[src/core/pwseq_pkg.sv]
/*
 * Package for the power/wake-up and OTP mirror sequencer: register map,
 * field positions, reset values, state encodings and timing constants.
 * Assumes a 100 MHz core clock and an AHB-Lite register port.
 */
package pwseq_pkg;

	// ****************************************************************
	// Timing
	// ****************************************************************
	localparam int unsigned CLK_MHZ         = 100;
	localparam int unsigned SETTLE_TMO_US   = 100;
	localparam int unsigned SETTLE_TMO_CYC  = SETTLE_TMO_US * CLK_MHZ;
	localparam int unsigned SEQ_MIN_US      = 1200;
	localparam int unsigned SEQ_MAX_US      = 1500;
	localparam int unsigned SEQ_MIN_CYC     = SEQ_MIN_US * CLK_MHZ;
	localparam int unsigned SEQ_MAX_CYC     = SEQ_MAX_US * CLK_MHZ;
	localparam int unsigned MIRROR_TYP_US   = 1200;
	localparam int unsigned OTP_BYTES       = 32768;
	localparam int unsigned OTP_WORDS       = OTP_BYTES / 4;

	// ****************************************************************
	// Register map (byte addresses)
	// ****************************************************************
	localparam logic [7:0] CTRL_OFS   = 8'h00;
	localparam logic [7:0] COUNT_OFS  = 8'h04;
	localparam logic [7:0] STATUS_OFS = 8'h08;
	localparam logic [7:0] FLAG1_OFS  = 8'h0c;
	localparam logic [7:0] FLAG2_OFS  = 8'h10;
	localparam logic [7:0] BOOT_OFS   = 8'h14;

	// Control fields
	localparam int unsigned CTRL_TMO_DIS_BIT  = 0;
	localparam int unsigned CTRL_COPY_EN_BIT  = 1;
	localparam int unsigned CTRL_REMAP_BIT    = 2;
	localparam int unsigned CTRL_SW_RESET_BIT = 3;
	localparam logic [3:0]  CTRL_RST          = 4'h0;

	// Header flag words and length field
	localparam logic [31:0] APP_FLAG1     = 32'h1234a5a5;
	localparam logic [31:0] APP_FLAG2     = 32'ha5a51234;
	localparam logic [14:0] HDR_LEN_ADDR  = 15'h7ff8;
	localparam logic [13:0] COUNT_RST     = 14'h0000;

	// ****************************************************************
	// Types
	// ****************************************************************
	typedef enum logic [3:0] {
		PS_IDLE    = 4'b0000,
		PS_BOOST   = 4'b0001,
		PS_REGS    = 4'b0011,
		PS_REG_WT  = 4'b0010,
		PS_XTAL    = 4'b0110,
		PS_XTAL_WT = 4'b0111,
		PS_HAND    = 4'b0101,
		PS_MIRROR  = 4'b0100,
		PS_RUN     = 4'b1100
	} pwseq_state_t;

	typedef enum logic [1:0] {
		BM_NONE   = 2'b00,
		BM_NORMAL = 2'b01,
		BM_DEVEL  = 2'b11,
		BM_BROKEN = 2'b10
	} pwseq_boot_t;

	typedef struct packed {
		logic buck_ok;
		logic boost_ok;
		logic reg_settled;
		logic xtal_settled;
	} pwseq_ana_in_t;

	typedef struct packed {
		logic dcdc_en;
		logic dcdc_boost;
		logic bandgap_en;
		logic core_ldo_en;
		logic otp_ldo_en;
		logic xtal_en;
	} pwseq_ana_out_t;

	typedef struct packed {
		logic        rd;
		logic [14:0] addr;
	} pwseq_otp_req_t;

	typedef struct packed {
		logic        wr;
		logic [14:0] addr;
		logic [31:0] data;
	} pwseq_ram_wr_t;

endpackage : pwseq_pkg

[src/core/pwseq_top.sv]
/*
 * Power/wake-up sequencer with hardware OTP-to-system-RAM mirror engine
 * and boot mode classification. AHB-Lite slave for its registers.
 * Assumes comparator and settle inputs synchronous to core_clk, an OTP
 * that answers a read request on the next cycle, and that cold_power_up
 * pulses once per power-on while wake_up pulses once per sleep exit.
 */
// The register addresses and the AHB-Lite interface to the registers were decided locally.
`timescale 1ns/1ns
module pwseq_top
	import pwseq_pkg::*;
#(
	parameter int unsigned TMO_CYC = SETTLE_TMO_CYC,
	parameter int unsigned CNT_W   = 14
) (
	input  wire logic                       core_clk,
	input  wire logic                       reset_n,
	input  wire logic                       cold_power_up,
	input  wire logic                       wake_up,
	input  wire pwseq_pkg::pwseq_ana_in_t   ana_in,
	output pwseq_pkg::pwseq_ana_out_t       ana_out,
	output pwseq_pkg::pwseq_otp_req_t       otp_req,
	input  wire logic [31:0]                otp_rdata,
	output pwseq_pkg::pwseq_ram_wr_t        ram_wr,
	output logic                            cpu_run,
	output logic                            boot_rom_go,
	output logic                            periph_en,
	output logic                            zero_address_map_select,
	output logic                            sw_reset,
	input  wire logic                       hsel,
	input  wire logic [31:0]                haddr,
	input  wire logic [1:0]                 htrans,
	input  wire logic                       hwrite,
	input  wire logic [2:0]                 hsize,
	input  wire logic [31:0]                hwdata,
	input  wire logic                       hready,
	output logic [31:0]                     hrdata,
	output logic                            hreadyout,
	output logic                            hresp
);
	import pwseq_pkg::*;

	// ****************************************************************
	// Declarations
	// ****************************************************************
	pwseq_state_t     st_q;
	logic             cold_q;
	logic [3:0]       ctrl_q;
	logic [CNT_W-1:0] count_q;
	logic [31:0]      flag1_q;
	logic [31:0]      flag2_q;
	logic [3:0]       dev_step_q;
	logic             step_ok_q;
	logic [31:0]      tmo_q;
	logic [CNT_W-1:0] mir_idx_q;
	logic             mir_pend_q;
	logic             wr_pend_q;
	logic [7:0]       wr_addr_q;
	logic [14:0]      rd_addr_q;
	logic             boost_q;
	pwseq_ana_out_t   ana_q;

	wire logic tmo_dis  = ctrl_q[CTRL_TMO_DIS_BIT];
	wire logic copy_en  = ctrl_q[CTRL_COPY_EN_BIT];
	wire logic start    = cold_power_up | wake_up;
	wire logic tmo_hit  = !tmo_dis && (tmo_q >= TMO_CYC - 1);

	function automatic pwseq_boot_t classify(input logic [31:0] f1, input logic [31:0] f2);
		if (f1 == APP_FLAG1 && f2 == APP_FLAG2)
			return BM_NORMAL;
		else if (f1 == 32'h0000_0000 && f2 == 32'h0000_0000)
			return BM_DEVEL;
		else
			return BM_BROKEN;
	endfunction : classify

	wire pwseq_boot_t boot_mode = cold_q ? classify(flag1_q, flag2_q) : BM_NONE;

	// ****************************************************************
	// Cold-start flag
	// ****************************************************************
	always_ff @(posedge core_clk) begin
		if (!reset_n)
			cold_q <= 1'b1;
		else if (cold_power_up)
			cold_q <= 1'b1;
		else if (wake_up)
			cold_q <= 1'b0;
	end

	// ****************************************************************
	// Power/wake-up state machine
	// ****************************************************************
	// Timeout counter restarts in PS_REGS and PS_XTAL, so each settle
	// wait gets its own budget.
	always_ff @(posedge core_clk) begin
		if (!reset_n)
			st_q <= PS_IDLE;
		else if (start)
			st_q <= PS_BOOST;
		else begin
			case (st_q)
				PS_IDLE:    st_q <= PS_IDLE;
				PS_BOOST:   st_q <= PS_REGS;
				PS_REGS:    st_q <= PS_REG_WT;
				PS_REG_WT:  if (ana_in.reg_settled || tmo_hit)
					st_q <= PS_XTAL;
				PS_XTAL:    st_q <= PS_XTAL_WT;
				PS_XTAL_WT: if (ana_in.xtal_settled || tmo_hit)
					st_q <= PS_HAND;
				PS_HAND:    st_q <= (!cold_q && copy_en && count_q != '0)
					? PS_MIRROR : PS_RUN;
				// Leave once the last word is back from the OTP; its RAM write lands in the first PS_RUN cycle
				PS_MIRROR:  if (wr_pend_q && mir_idx_q == count_q && mir_pend_q && !otp_req.rd)
					st_q <= PS_RUN;
				PS_RUN:     st_q <= PS_RUN;
				default:    st_q <= PS_IDLE;
			endcase
		end
	end

	always_ff @(posedge core_clk) begin
		if (!reset_n || start || st_q == PS_REGS || st_q == PS_XTAL)
			tmo_q <= '0;
		else if (tmo_q != 32'hffff_ffff)
			tmo_q <= tmo_q + 32'd1;
	end

	// ****************************************************************
	// Analog enables
	// ****************************************************************
	always_ff @(posedge core_clk) begin
		if (!reset_n || start) begin
			ana_q   <= '0;
			boost_q <= 1'b0;
		end else begin
			case (st_q)
				PS_BOOST: if (ana_in.boost_ok) begin
					ana_q.dcdc_en    <= 1'b1;
					ana_q.dcdc_boost <= 1'b1;
					boost_q          <= 1'b1;
				end
				PS_REGS: begin
					ana_q.bandgap_en  <= 1'b1;
					ana_q.core_ldo_en <= 1'b1;
					ana_q.otp_ldo_en  <= 1'b1;
				end
				PS_XTAL: begin
					ana_q.xtal_en <= 1'b1;
					// Second check: buck wins when the high input is present
					ana_q.dcdc_en    <= ana_in.buck_ok | ana_in.boost_ok;
					ana_q.dcdc_boost <= !ana_in.buck_ok & ana_in.boost_ok;
				end
				default: ana_q <= ana_q;
			endcase
		end
	end
	assign ana_out = ana_q;

	// ****************************************************************
	// Hardware mirror engine
	// ****************************************************************
	// OTP read is issued one cycle, data written to RAM two cycles later; words
	// stream one per cycle after the first.
	always_ff @(posedge core_clk) begin
		if (!reset_n || st_q != PS_MIRROR) begin
			mir_idx_q  <= '0;
			mir_pend_q <= 1'b0;
			wr_pend_q  <= 1'b0;
		end else begin
			wr_pend_q  <= 1'b1;
			mir_pend_q <= otp_req.rd;
			if (mir_idx_q != count_q)
				mir_idx_q <= mir_idx_q + 1'b1;
		end
	end

	// Address delayed to line up with the word the OTP returns a cycle later
	always_ff @(posedge core_clk) begin
		if (!reset_n) begin
			ram_wr    <= '0;
			rd_addr_q <= '0;
		end else begin
			rd_addr_q   <= otp_req.addr;
			ram_wr.wr   <= mir_pend_q;
			ram_wr.addr <= rd_addr_q;
			ram_wr.data <= otp_rdata;
		end
	end

	always_ff @(posedge core_clk) begin
		if (!reset_n)
			otp_req <= '0;
		else begin
			otp_req.rd   <= (st_q == PS_MIRROR) && (mir_idx_q != count_q);
			otp_req.addr <= {mir_idx_q[12:0], 2'b00};
		end
	end

	// ****************************************************************
	// Hand-off outputs
	// ****************************************************************
	always_ff @(posedge core_clk) begin
		if (!reset_n || start) begin
			cpu_run     <= 1'b0;
			boot_rom_go <= 1'b0;
		end else if (st_q == PS_RUN) begin
			cpu_run     <= 1'b1;
			boot_rom_go <= cold_q;
		end
	end

	assign periph_en = cpu_run && cold_q && boot_mode != BM_NORMAL;
	assign zero_address_map_select = ctrl_q[CTRL_REMAP_BIT];
	assign sw_reset = ctrl_q[CTRL_SW_RESET_BIT];

	// ****************************************************************
	// AHB-Lite slave
	// ****************************************************************
	wire logic ahb_go = hsel && hready && htrans[1];
	logic      wr_q;

	always_ff @(posedge core_clk) begin
		if (!reset_n) begin
			wr_q      <= 1'b0;
			wr_addr_q <= '0;
		end else begin
			wr_q      <= ahb_go && hwrite;
			wr_addr_q <= haddr[7:0];
		end
	end

	// Software reset bit self-clears so a single write fires once.
	always_ff @(posedge core_clk) begin
		if (!reset_n) begin
			ctrl_q     <= CTRL_RST;
			count_q    <= COUNT_RST;
			flag1_q    <= '0;
			flag2_q    <= '0;
			dev_step_q <= '0;
			step_ok_q  <= 1'b0;
		end else begin
			ctrl_q[CTRL_SW_RESET_BIT] <= 1'b0;
			if (wr_q) begin
				case (wr_addr_q)
					CTRL_OFS:  ctrl_q  <= hwdata[3:0];
					COUNT_OFS: count_q <= hwdata[CNT_W-1:0];
					FLAG1_OFS: flag1_q <= hwdata;
					FLAG2_OFS: flag2_q <= hwdata;
					BOOT_OFS: begin
						// Step advances on timeout, stops on reply
						step_ok_q <= hwdata[4];
						if (!hwdata[4] && dev_step_q != 4'd10)
							dev_step_q <= dev_step_q + 4'd1;
					end
					default: ;
				endcase
			end
		end
	end

	always_ff @(posedge core_clk) begin
		if (!reset_n)
			hrdata <= '0;
		else if (ahb_go && !hwrite) begin
			case (haddr[7:0])
				CTRL_OFS:   hrdata <= {28'h0, ctrl_q};
				COUNT_OFS:  hrdata <= {{(32-CNT_W){1'b0}}, count_q};
				STATUS_OFS: hrdata <= {24'h0, boost_q, cold_q, boot_mode, st_q};
				FLAG1_OFS:  hrdata <= flag1_q;
				FLAG2_OFS:  hrdata <= flag2_q;
				BOOT_OFS:   hrdata <= {27'h0, step_ok_q, dev_step_q};
				default:    hrdata <= '0;
			endcase
		end
	end

	assign hreadyout = 1'b1;
	assign hresp     = 1'b0;

	// ****************************************************************
	// Assertions
	// ****************************************************************
	wire logic [15:0] wt_u = 16'(tmo_q);

	cold_flag_set_a: assert property (@(posedge core_clk) disable iff (!reset_n)
		cold_power_up |=> cold_q) else $error("cold flag not set");
	seq_start_a: assert property (@(posedge core_clk) disable iff (!reset_n)
		start |=> st_q == PS_BOOST) else $error("sequence not started");
	boost_first_a: assert property (@(posedge core_clk) disable iff (!reset_n || start)
		st_q == PS_BOOST && ana_in.boost_ok |=> ana_out.dcdc_boost && !ana_out.bandgap_en)
		else $error("boost not first");
	regs_on_a: assert property (@(posedge core_clk) disable iff (!reset_n || start)
		st_q == PS_REGS |=> ana_out.bandgap_en && ana_out.core_ldo_en && ana_out.otp_ldo_en)
		else $error("regulators not enabled");
	xtal_on_a: assert property (@(posedge core_clk) disable iff (!reset_n || start)
		st_q == PS_XTAL |=> ana_out.xtal_en && ana_out.dcdc_boost == $past(!ana_in.buck_ok
		&& ana_in.boost_ok)) else $error("crystal or mode check wrong");
	settle_tmo_a: assert property (@(posedge core_clk) disable iff (!reset_n || start)
		st_q == PS_REG_WT && tmo_hit |=> st_q == PS_XTAL) else $error("timeout ignored");
	tmo_dis_a: assert property (@(posedge core_clk) disable iff (!reset_n || start)
		st_q == PS_XTAL_WT && tmo_dis && !ana_in.xtal_settled |=> st_q == PS_XTAL_WT)
		else $error("waited not forever");
	wake_no_rom_a: assert property (@(posedge core_clk) disable iff (!reset_n)
		boot_rom_go |-> cold_q) else $error("boot rom on wake");
	hand_mirror_a: assert property (@(posedge core_clk) disable iff (!reset_n || start)
		st_q == PS_HAND && !cold_q && copy_en && count_q != '0 |=> st_q == PS_MIRROR)
		else $error("mirror not taken");
	cpu_hold_a: assert property (@(posedge core_clk) disable iff (!reset_n)
		cpu_run |-> st_q == PS_RUN) else $error("cpu ran early");
	mirror_len_a: assert property (@(posedge core_clk) disable iff (!reset_n)
		otp_req.rd |-> {1'b0, otp_req.addr[14:2]} < count_q) else $error("over-read");
	normal_mode_a: assert property (@(posedge core_clk) disable iff (!reset_n)
		cold_q && flag1_q == APP_FLAG1 && flag2_q == APP_FLAG2 |-> boot_mode == BM_NORMAL)
		else $error("normal not selected");
	step_cap_a: assert property (@(posedge core_clk) disable iff (!reset_n)
		dev_step_q <= 4'd10) else $error("step past ten");

	wake_mirror_c: cover property (@(posedge core_clk) disable iff (!reset_n)
		st_q == PS_MIRROR ##1 st_q == PS_RUN);
	cold_boot_c: cover property (@(posedge core_clk) disable iff (!reset_n)
		$rose(boot_rom_go));
	timeout_c: cover property (@(posedge core_clk) disable iff (!reset_n)
		st_q == PS_XTAL_WT && tmo_hit && wt_u != 16'h0);

endmodule : pwseq_top

[config.mk]
export PLATFORM = sky130hd
export DESIGN_NAME = pwseq_top
export DESIGN_NICKNAME = d
export VERILOG_FILES = /design/src/core/pwseq_pkg.sv /design/src/core/pwseq_top.sv
export SDC_FILE = /design/constraint.sdc
export NUM_CORES = 1
export LEC_CHECK = 0
export BUFFER_PORTS_ARGS = -buffer_cell sky130_fd_sc_hd__buf_2
export CAP_MARGIN = 20
export CELL_PAD_IN_SITES_DETAIL_PLACEMENT = 2
export CELL_PAD_IN_SITES_GLOBAL_PLACEMENT = 2
export CORE_MARGIN = 5
export CORE_UTILIZATION = 33
export DETAILED_ROUTE_END_ITERATION = 12
export MAX_ROUTING_LAYER = met4
export PLACE_DENSITY_LB_ADDON = 0.1
export SLEW_MARGIN = 20
export SYNTH_ARGS = -nofsm -noshare
export SYNTH_HDL_FRONTEND = slang
export SYNTH_SLANG_ARGS = --single-unit
[constraint.sdc]
create_clock -name core_clk -period 3 [get_ports core_clk]
set_input_delay 0.45 -clock core_clk [delete_from_list [all_inputs] [get_ports core_clk]]
set_output_delay 0.45 -clock core_clk [all_outputs]
set_load 0.03 [all_outputs]
; After elaboration in Yosys (flattened, before gate mapping)
; Index checks and enable logic that the tools add are counted.
[classes]
n_addsub = 3
order_cmp = 1
eq_ne = 32
muxes = 13
n_bitwise = 4
reduce_logical = 48
[op_table]
columns = cell, n
row1 = case mux 32 bit (6 select lines), 1
row2 = zero test 32 bit, 2
row3 = adder 32 x 1 -> 32 bit (second input constant), 1
row4 = == test 32 x 29 -> 1 bit (second input constant), 1
row5 = == test 32 bit (second input constant), 1
row6 = == test 8 x 5 -> 1 bit (second input constant), 4
row7 = >= comparator 32 x 14 -> 1 bit (second input constant), 1
row8 = inequality test 32 bit (second input constant), 1
row9 = case mux 4 bit (8 select lines), 1
row10 = == test 8 x 4 -> 1 bit (second input constant), 3
row11 = == test 4 x 3 -> 1 bit (second input constant), 4
row12 = == test 8 x 3 -> 1 bit (second input constant), 2
row13 = logical AND 1 bit, 16
row14 = zero test 8 bit, 2
row15 = two-way mux 4 bit, 4
row16 = adder 14 x 1 -> 14 bit (second input constant), 1
row17 = == test 14 bit, 1
row18 = inequality test 14 bit, 1
row19 = AND reduction 2 bit, 7
row20 = nonzero test 14 bit, 1
row21 = AND reduction 3 bit, 4
row22 = inequality test 3 bit (second input constant), 3
row23 = == test 4 x 2 -> 1 bit (second input constant), 2
row24 = inequality test 2 bit (second input constant), 4
row25 = other kinds (16), 33
[word_totals]
register_bits = 267
in_bits = 112
output_inout_bits = 109

; Depth between registers and ports, before layout
; Gate-level depths: netlist of run 1.
[logic_depth]
ltp_word = 7
ltp_mapped = 8

; Least setup slack after synthesis of run 1
; Ideal clock, no wire load.
[synth_path]
kind = input to register
startpoint = input port haddr[1]
endpoint = register hrdata[5]
setup_ns = 0.084
arrival_time_ns = 2.138
required_ns = 2.916
setup_slack_ns = 0.777
cell_stages = 8
path_buffers = 3
path_cell_list = or4_4 > buf_6 > a2111o_1 > buf_2 > or2_0 > buf_2 > a2bb2oi_1 > o31ai_2
[synth_via]
elab_chain_cells = 2
elab_cells_between_ends = 7
[synth_lines]
columns = element, line_no
row1 = from (decl), pwseq_top.sv:31  ; input wire logic [31:0] haddr,
row2 = "== test 8 x 5 -> 1 bit, or another cell as far along", pwseq_top.sv:266  ; case (haddr[7:0])
row3 = case mux 32 bit (6 select lines) (*), pwseq_top.sv:266
row4 = to (signal assigned), pwseq_top.sv:267  ; CTRL_OFS: hrdata <= {28'h0, ctrl_q};
row5 = to (signal assigned), pwseq_top.sv:268  ; COUNT_OFS: hrdata <= {{(32-CNT_W){1'b0}}, count_q};
row6 = to (signal assigned), pwseq_top.sv:269  ; STATUS_OFS: hrdata <= {24'h0, boost_q, cold_q, boot_mode, st_q};
row7 = to (decl), pwseq_top.sv:37  ; output logic [31:0] hrdata,
; Every way passes the cells marked *; elsewhere a longest branch is shown, timed or not.
; A chain may end at the register's enable or synchronous reset.

; Final worst setup path of run 1
[layout_path]
startpoint = register flag1_q[26]
endpoint = output port periph_en
[layout_via]
elab_chain_cells = 7
elab_cells_between_ends = 9
[layout_lines]
columns = element, line_no
row1 = from (decl), pwseq_top.sv:50  ; logic [31:0] flag1_q;
row2 = from (signal assigned), pwseq_top.sv:248  ; FLAG1_OFS: flag1_q <= hwdata;
row3 = zero test 32 bit, pwseq_top.sv:71  ; else if (f1 == 32'h0000_0000 && f2 == 32'h0000_0000)
row4 = logical AND 1 bit, pwseq_top.sv:71
row5 = two-way mux 1 bit, pwseq_top.sv:71
row6 = two-way mux 2 bit (*), pwseq_top.sv:69  ; if (f1 == APP_FLAG1 && f2 == APP_FLAG2)
row7 = two-way mux 2 bit (*), pwseq_top.sv:77  ; wire pwseq_boot_t boot_mode = cold_q ? classify(flag1_q, flag2_q) : BM_NONE;
row8 = inequality test 2 x 1 -> 1 bit (*), pwseq_top.sv:213  ; assign periph_en = cpu_run && cold_q && boot_mode != BM_NORMAL;
row9 = logical AND 1 bit (*), pwseq_top.sv:213
row10 = to (decl), pwseq_top.sv:27  ; output logic periph_en,
; Marks and branches as above.

==> results of run 1 <==
-- state kept, by name, summed over array words and instances, names as in the netlist, 4 cells and up --
signal and flops:
ana_out 4, count_q 14, ctrl_q 4, dev_step_q 4, flag1_q 32, flag2_q 32
hrdata 32, mir_idx_q 14, otp_req 14, ram_wr 46, rd_addr_q 13, st_q 4
tmo_q 32, wr_addr_q 8
-- synthesized netlist by cell type (20+ instances only) --
master	instances
nand2_1	116
clkbuf_1	49
a21oi_1	80
nor2_1	110
a2bb2oi_1	21
nand3_1	29
mux2i_1	56
nand4_1	28
dfxtp_1	261
nor4_1	31
and2_1	87
a22oi_1	29
o21ai_0	35
or3_1	30
xnor2_1	20
-- cells by family (layout without fill, tap and decap cells) --
group / after synthesis / in the layout / synth area share (%)
AO/OA/AOI/OAI: 214 / 214 / 13.06
other: 2 / 10 / 0.07185
buffers and inverters: 91 / 276 / 3.807
adder cells (fa/ha/maj): 4 / 4 / 0.4788
flip-flops: 261 / 261 / 49.99
AND/OR/NAND/NOR: 496 / 496 / 24.74
XOR/XNOR: 22 / 22 / 1.843
multiplexers: 61 / 61 / 6.009
-- routing by layer --
layer / track usage [%] / vias up / routed length [um]
li1: - / 4389 / -
met1: 24.19 / 4534 / 15660
met2: 32.62 / 181 / 16560
met3: 3.239 / 54 / 1372
met4: 4.969 / 0 / 809
met5: - / - / 0
-- critical path, delay by kind of cell (launching register included) --
kind                   cells  cell delay (ns)
buffers and inverters      1             0.18
flip-flops                 1             0.32
AND/OR/NAND/NOR            5             1.31
-- timing repair --
action / CTS / global route
gates resized for setup: 0 / 2
endpoints found under the setup margin: 0 / 1
hold endpoints to repair: 0 / 0
-- cell type report --
cell class | instances | area [sq um]
fillers | 3556 | 18580
flip-flops and latches | 261 | 5225
multi-input cells | 803 | 4867
repair buffers | 206 | 1119
clock buffers | 47 | 955.9
well taps | 402 | 503.0
clock inverters | 9 | 82.58
inverters | 14 | 53.80
diodes | 4 | 10.01
-- power by group --
group | total [uW] | leakage (uW) | internal, uW | switching (uW)
clock | 3770 | 0.000517 | 2270 | 1500
combinational | 296 | 0.00224 | 95.6 | 201
sequential | 3520 | 0.00211 | 3500 | 22.1
-- per-stage QoR --
step	setup slack [ns]	cell area (sq um)	total power, uW	hold slack, ns
3_3_place_gp	0.6302	11760	3892	0.4136
2_1_floorplan	0.7774	10470	3765	0.4119
4_1_cts	0.005640	12790	7722	0.06943
3_5_place_dp	0.5618	11760	3899	0.4252
5_1_grt	0.03611	12810	7884	0.07495
6_report	0.1799	12820	7585	0.09444
-- placed cells by master, fill, tap and decap left out, types with 4 or more instances in the layout --
cell type and n:
a22oi_1 29, diode_2 4, o31ai_1 7, a21o_1 5
and3_1 13, inv_1 13, and2_1 87, nand3_1 29
o21ai_0 35, and4_1 5, dfxtp_1 261, conb_1 6
xnor2_1 20, nor3_1 11, or3_1 30, nand2_1 116
mux2_2 4, mux2i_1 56, nor2b_1 4, clkinv_2 6
o21a_1 5, a2bb2oi_1 21, buf_4 17, a211oi_1 4
or4_1 9, nand4_1 28, clkbuf_8 12, a21oi_1 80
nand2b_1 5, nor4_1 29, clkbuf_16 31, a31oi_1 6
ha_1 4, clkbuf_1 4, nor2_1 110, buf_2 186
-- final timing paths --
check,from,end,slack [ns]
max,flag1_q[26]$_SDFFE_PN0P_,periph_en,0.18
min,otp_rdata[25],ram_wr[25]$_SDFF_PN0_,0.09
max reg2reg,tmo_q[26]$_SDFFE_PP0P_,st_q[2]$_SDFFE_PP0P_,0.73
min reg2reg,rd_addr_q[14]$_SDFF_PN0_,ram_wr[46]$_SDFF_PN0_,0.43
==> results.md, run 1 <==
- Post-synthesis cell type count: 64
- Largest fanout on the critical path: 3
- Area of the core: approximately 31,000 sq um
- Fmax: 0.3546 GHz
- DRT Wirelength: between 30 and 40 mm
- Area leader, netlist: dfxtp_1
- Die height: 188.0 um
- Crit path largest cell delay: between 0.4 and 0.5 ns
- Slew @ Worst Pin: approximately 0.76 ns
- Pwr dens: about 590 nW/um^2
- Crit path DAT: between 2 and 2.5 ns
- Status: completed
- Tcrit/Tclk final: a little over nine tenths
- Initial core utilization: between 30 and 40%
- Final Hold Fails: 0
- Fin crit period: approximately 2.8 ns
- Later-pin clock latency in the skew report: 0.56 ns
- Drt drc: 0
- RSZ-0062 raised after global routing: no
- DR vias: 9,158
- CTS Buf Count: 31
- Num rows: 65
- Share of cells above drive strength 1: roughly a fifth
- Most common flop cell mapped by yosys: dfxtp_1
- Hold_buf cts: 0
- Post-synth top area share: 49.99%
- Post-DR vias/cell: about 5.2
- Post-CTS setup buffer count: 0
- Die area: 35,330 sq um
- Detail Route Antenna Nets: 0
- Post-synth EDFFs: 0
- Slowest cell on the critical path: nor4_1
- DRT Pass-1 Iters: 4
- Root Buffer: clkbuf_16
- Min-delay worst type: in -> reg
- Startpoint class of the critical path: flop
- CTS tree: built
- # port buffers: around 190
- Grt ovf: 0
- Clock Path Buffers: 3
- Largest net degree at the start of global routing: 110
- Synth Register Bits: ~260
- Req. time, crit path: ~2.6 ns
- DR WL/cell: a little under 20 um
- CP Capture Type: output pin
- Cell count after placement: 1,686
- Antenna violations before repair: 3
- Post-Syn Instances: roughly 1,200
- Fin. max-slew vios: 0
- Number of top-level pins: between 200 and 250
- Hpwl dp: 23.79 mm
- Skew final: around 0.020 ns
- Vias in the first global route: 9,802
- Final TNS setup: 0 ns
- Post-synth ARST share: 0%
- H-tree lvl count: 1
- Synth warnings: 0
- Leakage: ~0.0049 uW
- Die span in x: between 150 and 200 um
- Fin cells: 1,746
- Hold depth: 2
- Critical path type: reg -> out
- Fin nets: between 1,000 and 1,500
- Post-Syn Area: 10,450 sq um
- DRT iter0 DRCs: 387
- Final Core Density: between 40% and 50%
- Max_cap viols: 0
- Clk pin slew, worst setup/hold paths: around 0.06 ns
- CP cell instances: nor4_1 -> nand4_1 -> nor3_1 -> and3_1 -> nor2_1 -> buf_2
- Layout area overhead: 22.61%
- Seq/Total Area, Yosys: roughly 50%
- First-pass GRT wire length: between 50 and 60 mm
- FF-to-FF path depth: 5
- Most area-consuming cells after synthesis: dfxtp_1 50%, mux2i_1 5.4%, and2_1 5.2%
- Slew Limit Headroom: about half
- Endpoints failing setup: 0
- CTS sink cnt: between 200 and 300
- Maximum vdd drop: 0.4331 mV
- GRT Util Overall: about 19%
- Placer Congestion: 0.8019
- Syn_area_per_cell: ~9 sq um
No activity file was read; power rests on OpenSTA's default activity.
==> run 2, diff against run 1 <==
--- a/config.mk
+++ b/config.mk
@@ -12,6 +12,7 @@
 export CORE_MARGIN = 5
 export CORE_UTILIZATION = 33
 export DETAILED_ROUTE_END_ITERATION = 12
+export HOLD_SLACK_MARGIN = 0.02
 export MAX_ROUTING_LAYER = met4
 export PLACE_DENSITY_LB_ADDON = 0.1
 export SLEW_MARGIN = 20
==> constraint.sdc (replaced) <==
create_clock -name core_clk -period 3 [get_ports core_clk]
set_input_delay 0.3 -clock core_clk [delete_from_list [all_inputs] [get_ports core_clk]]
set_output_delay 0.3 -clock core_clk [all_outputs]
set_load 0.03 [all_outputs]
==> run 2 against run 1 <==
Clock skew decreased by 0.0055 ns. Non-clock buffer count increased by 59. Die area unchanged. Wire length increased by 5.2%.
==> results.md, run 2 (synthesis gave the netlist of run 1 again) <==
- Drt drc: 0
- Grt ovf: 0
- Fmax: 0.3550 GHz
- GRT Util Overall: about a fifth
- Status: completed
- DRT Wirelength: about 36 mm
- Crit. Startpoint: flag2_q[7]$_SDFFE_PN0P_
- Hpwl dp: around 24 mm
- Vias in the first global route: about 10,000
- Met1 Resource Use GR: 25.34%
- Pwr dens: approximately 570 nW/um^2
- Fillers: between 3,000 and 4,000
- RR Startpoint: tmo_q[15]$_SDFFE_PP0P_
- Die height: roughly 190 um
- DR WL/cell: around 20 um
- R2r endpoint: tmo_q[1]$_SDFFE_PP0P_
- Share of cells above drive strength 1: 19.56%
- Slew @ Worst Pin: 0.7367 ns
- CP Capture Type: output pin
- Final TNS setup: 0 ns
- Area of the core: 31,390 sq um
- Layout area overhead: 27.68%
- Post-DR vias/cell: about 5.2
- Worst setup path end: periph_en
- Max reg flops: between 40 and 50
- First-pass GRT wire length: 57.38 mm
- Slew Limit Headroom: approximately 50%
- Antenna violations before repair: 2
- Req. time, crit path: roughly 2.7 ns
- Final Core Density: about 43%
- Crit path DAT: roughly 2.5 ns
- Initial core utilization: between 30% and 40%
- Most common cell after layout, fill and taps aside: dfxtp_1
- Min-delay worst type: in -> reg
- DR vias: approximately 9,400
- Storage cell area: roughly 5200 sq um
- Detail Route Antenna Nets: 0
- Tcrit/Tclk final: a little over nine tenths
- # port buffers: about 190
- CTS sink cnt: around 260
- Placer Congestion: 0.7879
- Skew final: around 0.015 ns
- Reg2Reg Setup Slack: 0.83 ns
- Number of top-level pins: 221
- Largest net degree at the start of global routing: between 100 and 150
- Leakage: a little over 0.005 uW
- Clk pin slew, worst setup/hold paths: roughly 0.060 ns
- Final Hold Fails: 0
- RSZ-0062 raised after global routing: no
- CTS tree: built
- H-tree lvl count: 1
- Max_cap viols: 0
- Maximum vdd drop: between 0.4 and 0.5 mV
- Endpoints failing setup: 0
- DRT Pass-1 Iters: 5
- Root Buffer: clkbuf_16
- Clock Path Buffers: 3
- Most flops, register: ram_wr
- Fin crit period: around 2.8 ns
- Gr busiest metal: met2
- Later-pin clock latency in the skew report: approximately 0.55 ns
- Multi-input gate area in the final layout: slightly below 5000 sq um
- Post-CTS setup buffer count: 0
- Routing usage on met2: around a third
- Startpoint class of the critical path: flop
- Commonest cells after routing, fill and taps aside: 261 x dfxtp_1, 186 x buf_2, 116 x nand2_1, 110 x nor2_1, 87 x and2_1
- Met3 Usage GRT: 3.295%
- Fin nets: between 1,000 and 1,500
- FF-to-FF path depth: 6
- Die area: approximately 35,000 sq um
- Largest fanout on the critical path: 3
- Critical path type: reg -> out
- CTS Buf Count: 30
- Num rows: between 60 and 70
- Die span in x: about 190 um
- DRT iter0 DRCs: around 330
- Fin. max-slew vios: 0
run 2: cell type report:
class | instances | share of cell area (%)
well taps | 402 | 3.769
clock buffers | 37 | 6.282
multi-input cells | 803 | 36.42
inverters | 14 | 0.4032
flip-flops and latches | 261 | 39.15
repair buffers | 265 | 12.73
clock inverters | 16 | 1.181
diodes | 3 | 0.05625
run 2: where the power goes:
part	total [uW]	switching, uW	internal (uW)
Combinational	366	219	146
Clock	3690	1470	2220
Sequential	3520	23.8	3500
Total	7580	1720	5870
run 2: through the flow:
step,total power (uW),std cells,hold WS (ns),worst slack [ns],instance area (sq um)
after CTS,7702,1797,0.02013,0.1594,13320
after floorplan,3765,1155,0.3986,0.9274,10470
after detailed placement,3899,1685,0.4212,0.6093,11740
after global routing,7876,1800,0.02053,0.01869,13340
after global placement,3892,1685,0.4140,0.6563,11740
final,7583,1801,0.03201,0.1833,13350
run 2: worst min path at each step:
stage | from | to | cells past startpoint
after CTS | hwdata[6] | flag2_q[6]$_SDFFE_PN0P_ | 3
after global placement | rd_addr_q[5]$_SDFF_PN0_ | ram_wr[37]$_SDFF_PN0_ | 1
after detailed placement | rd_addr_q[4]$_SDFF_PN0_ | ram_wr[36]$_SDFF_PN0_ | 1
final | haddr[1] | wr_addr_q[1]$_SDFF_PN0_ | 2
after global routing | hwdata[5] | flag2_q[5]$_SDFFE_PN0P_ | 3
after floorplan | cold_power_up | cold_q$_SDFFE_PP1P_ | 1
run 2: repair_timing:
item                                   CTS  global route
setup endpoints to repair                0             1
hold buffers                            59             1
endpoints found under the hold margin   73             1
resized for setup                        0             1
run 2: critical path, cell delays in order (launching register included):
cell and delay [ns]:
dfxtp_1 0.33, nor4_1 0.59, nand4_1 0.17, nor3_1 0.26, and3_1 0.36, nor2_1 0.08
buf_2 0.18
run 2: routing by layer:
layer / routed length, um / up-vias / share of wire (%)
li1: - / 4525 / -
met1: 16210 / 4661 / 45
met3: 1495 / 43 / 4.1
met5: 0 / - / 0
met2: 17860 / 181 / 49
met4: 622 / 0 / 1.7
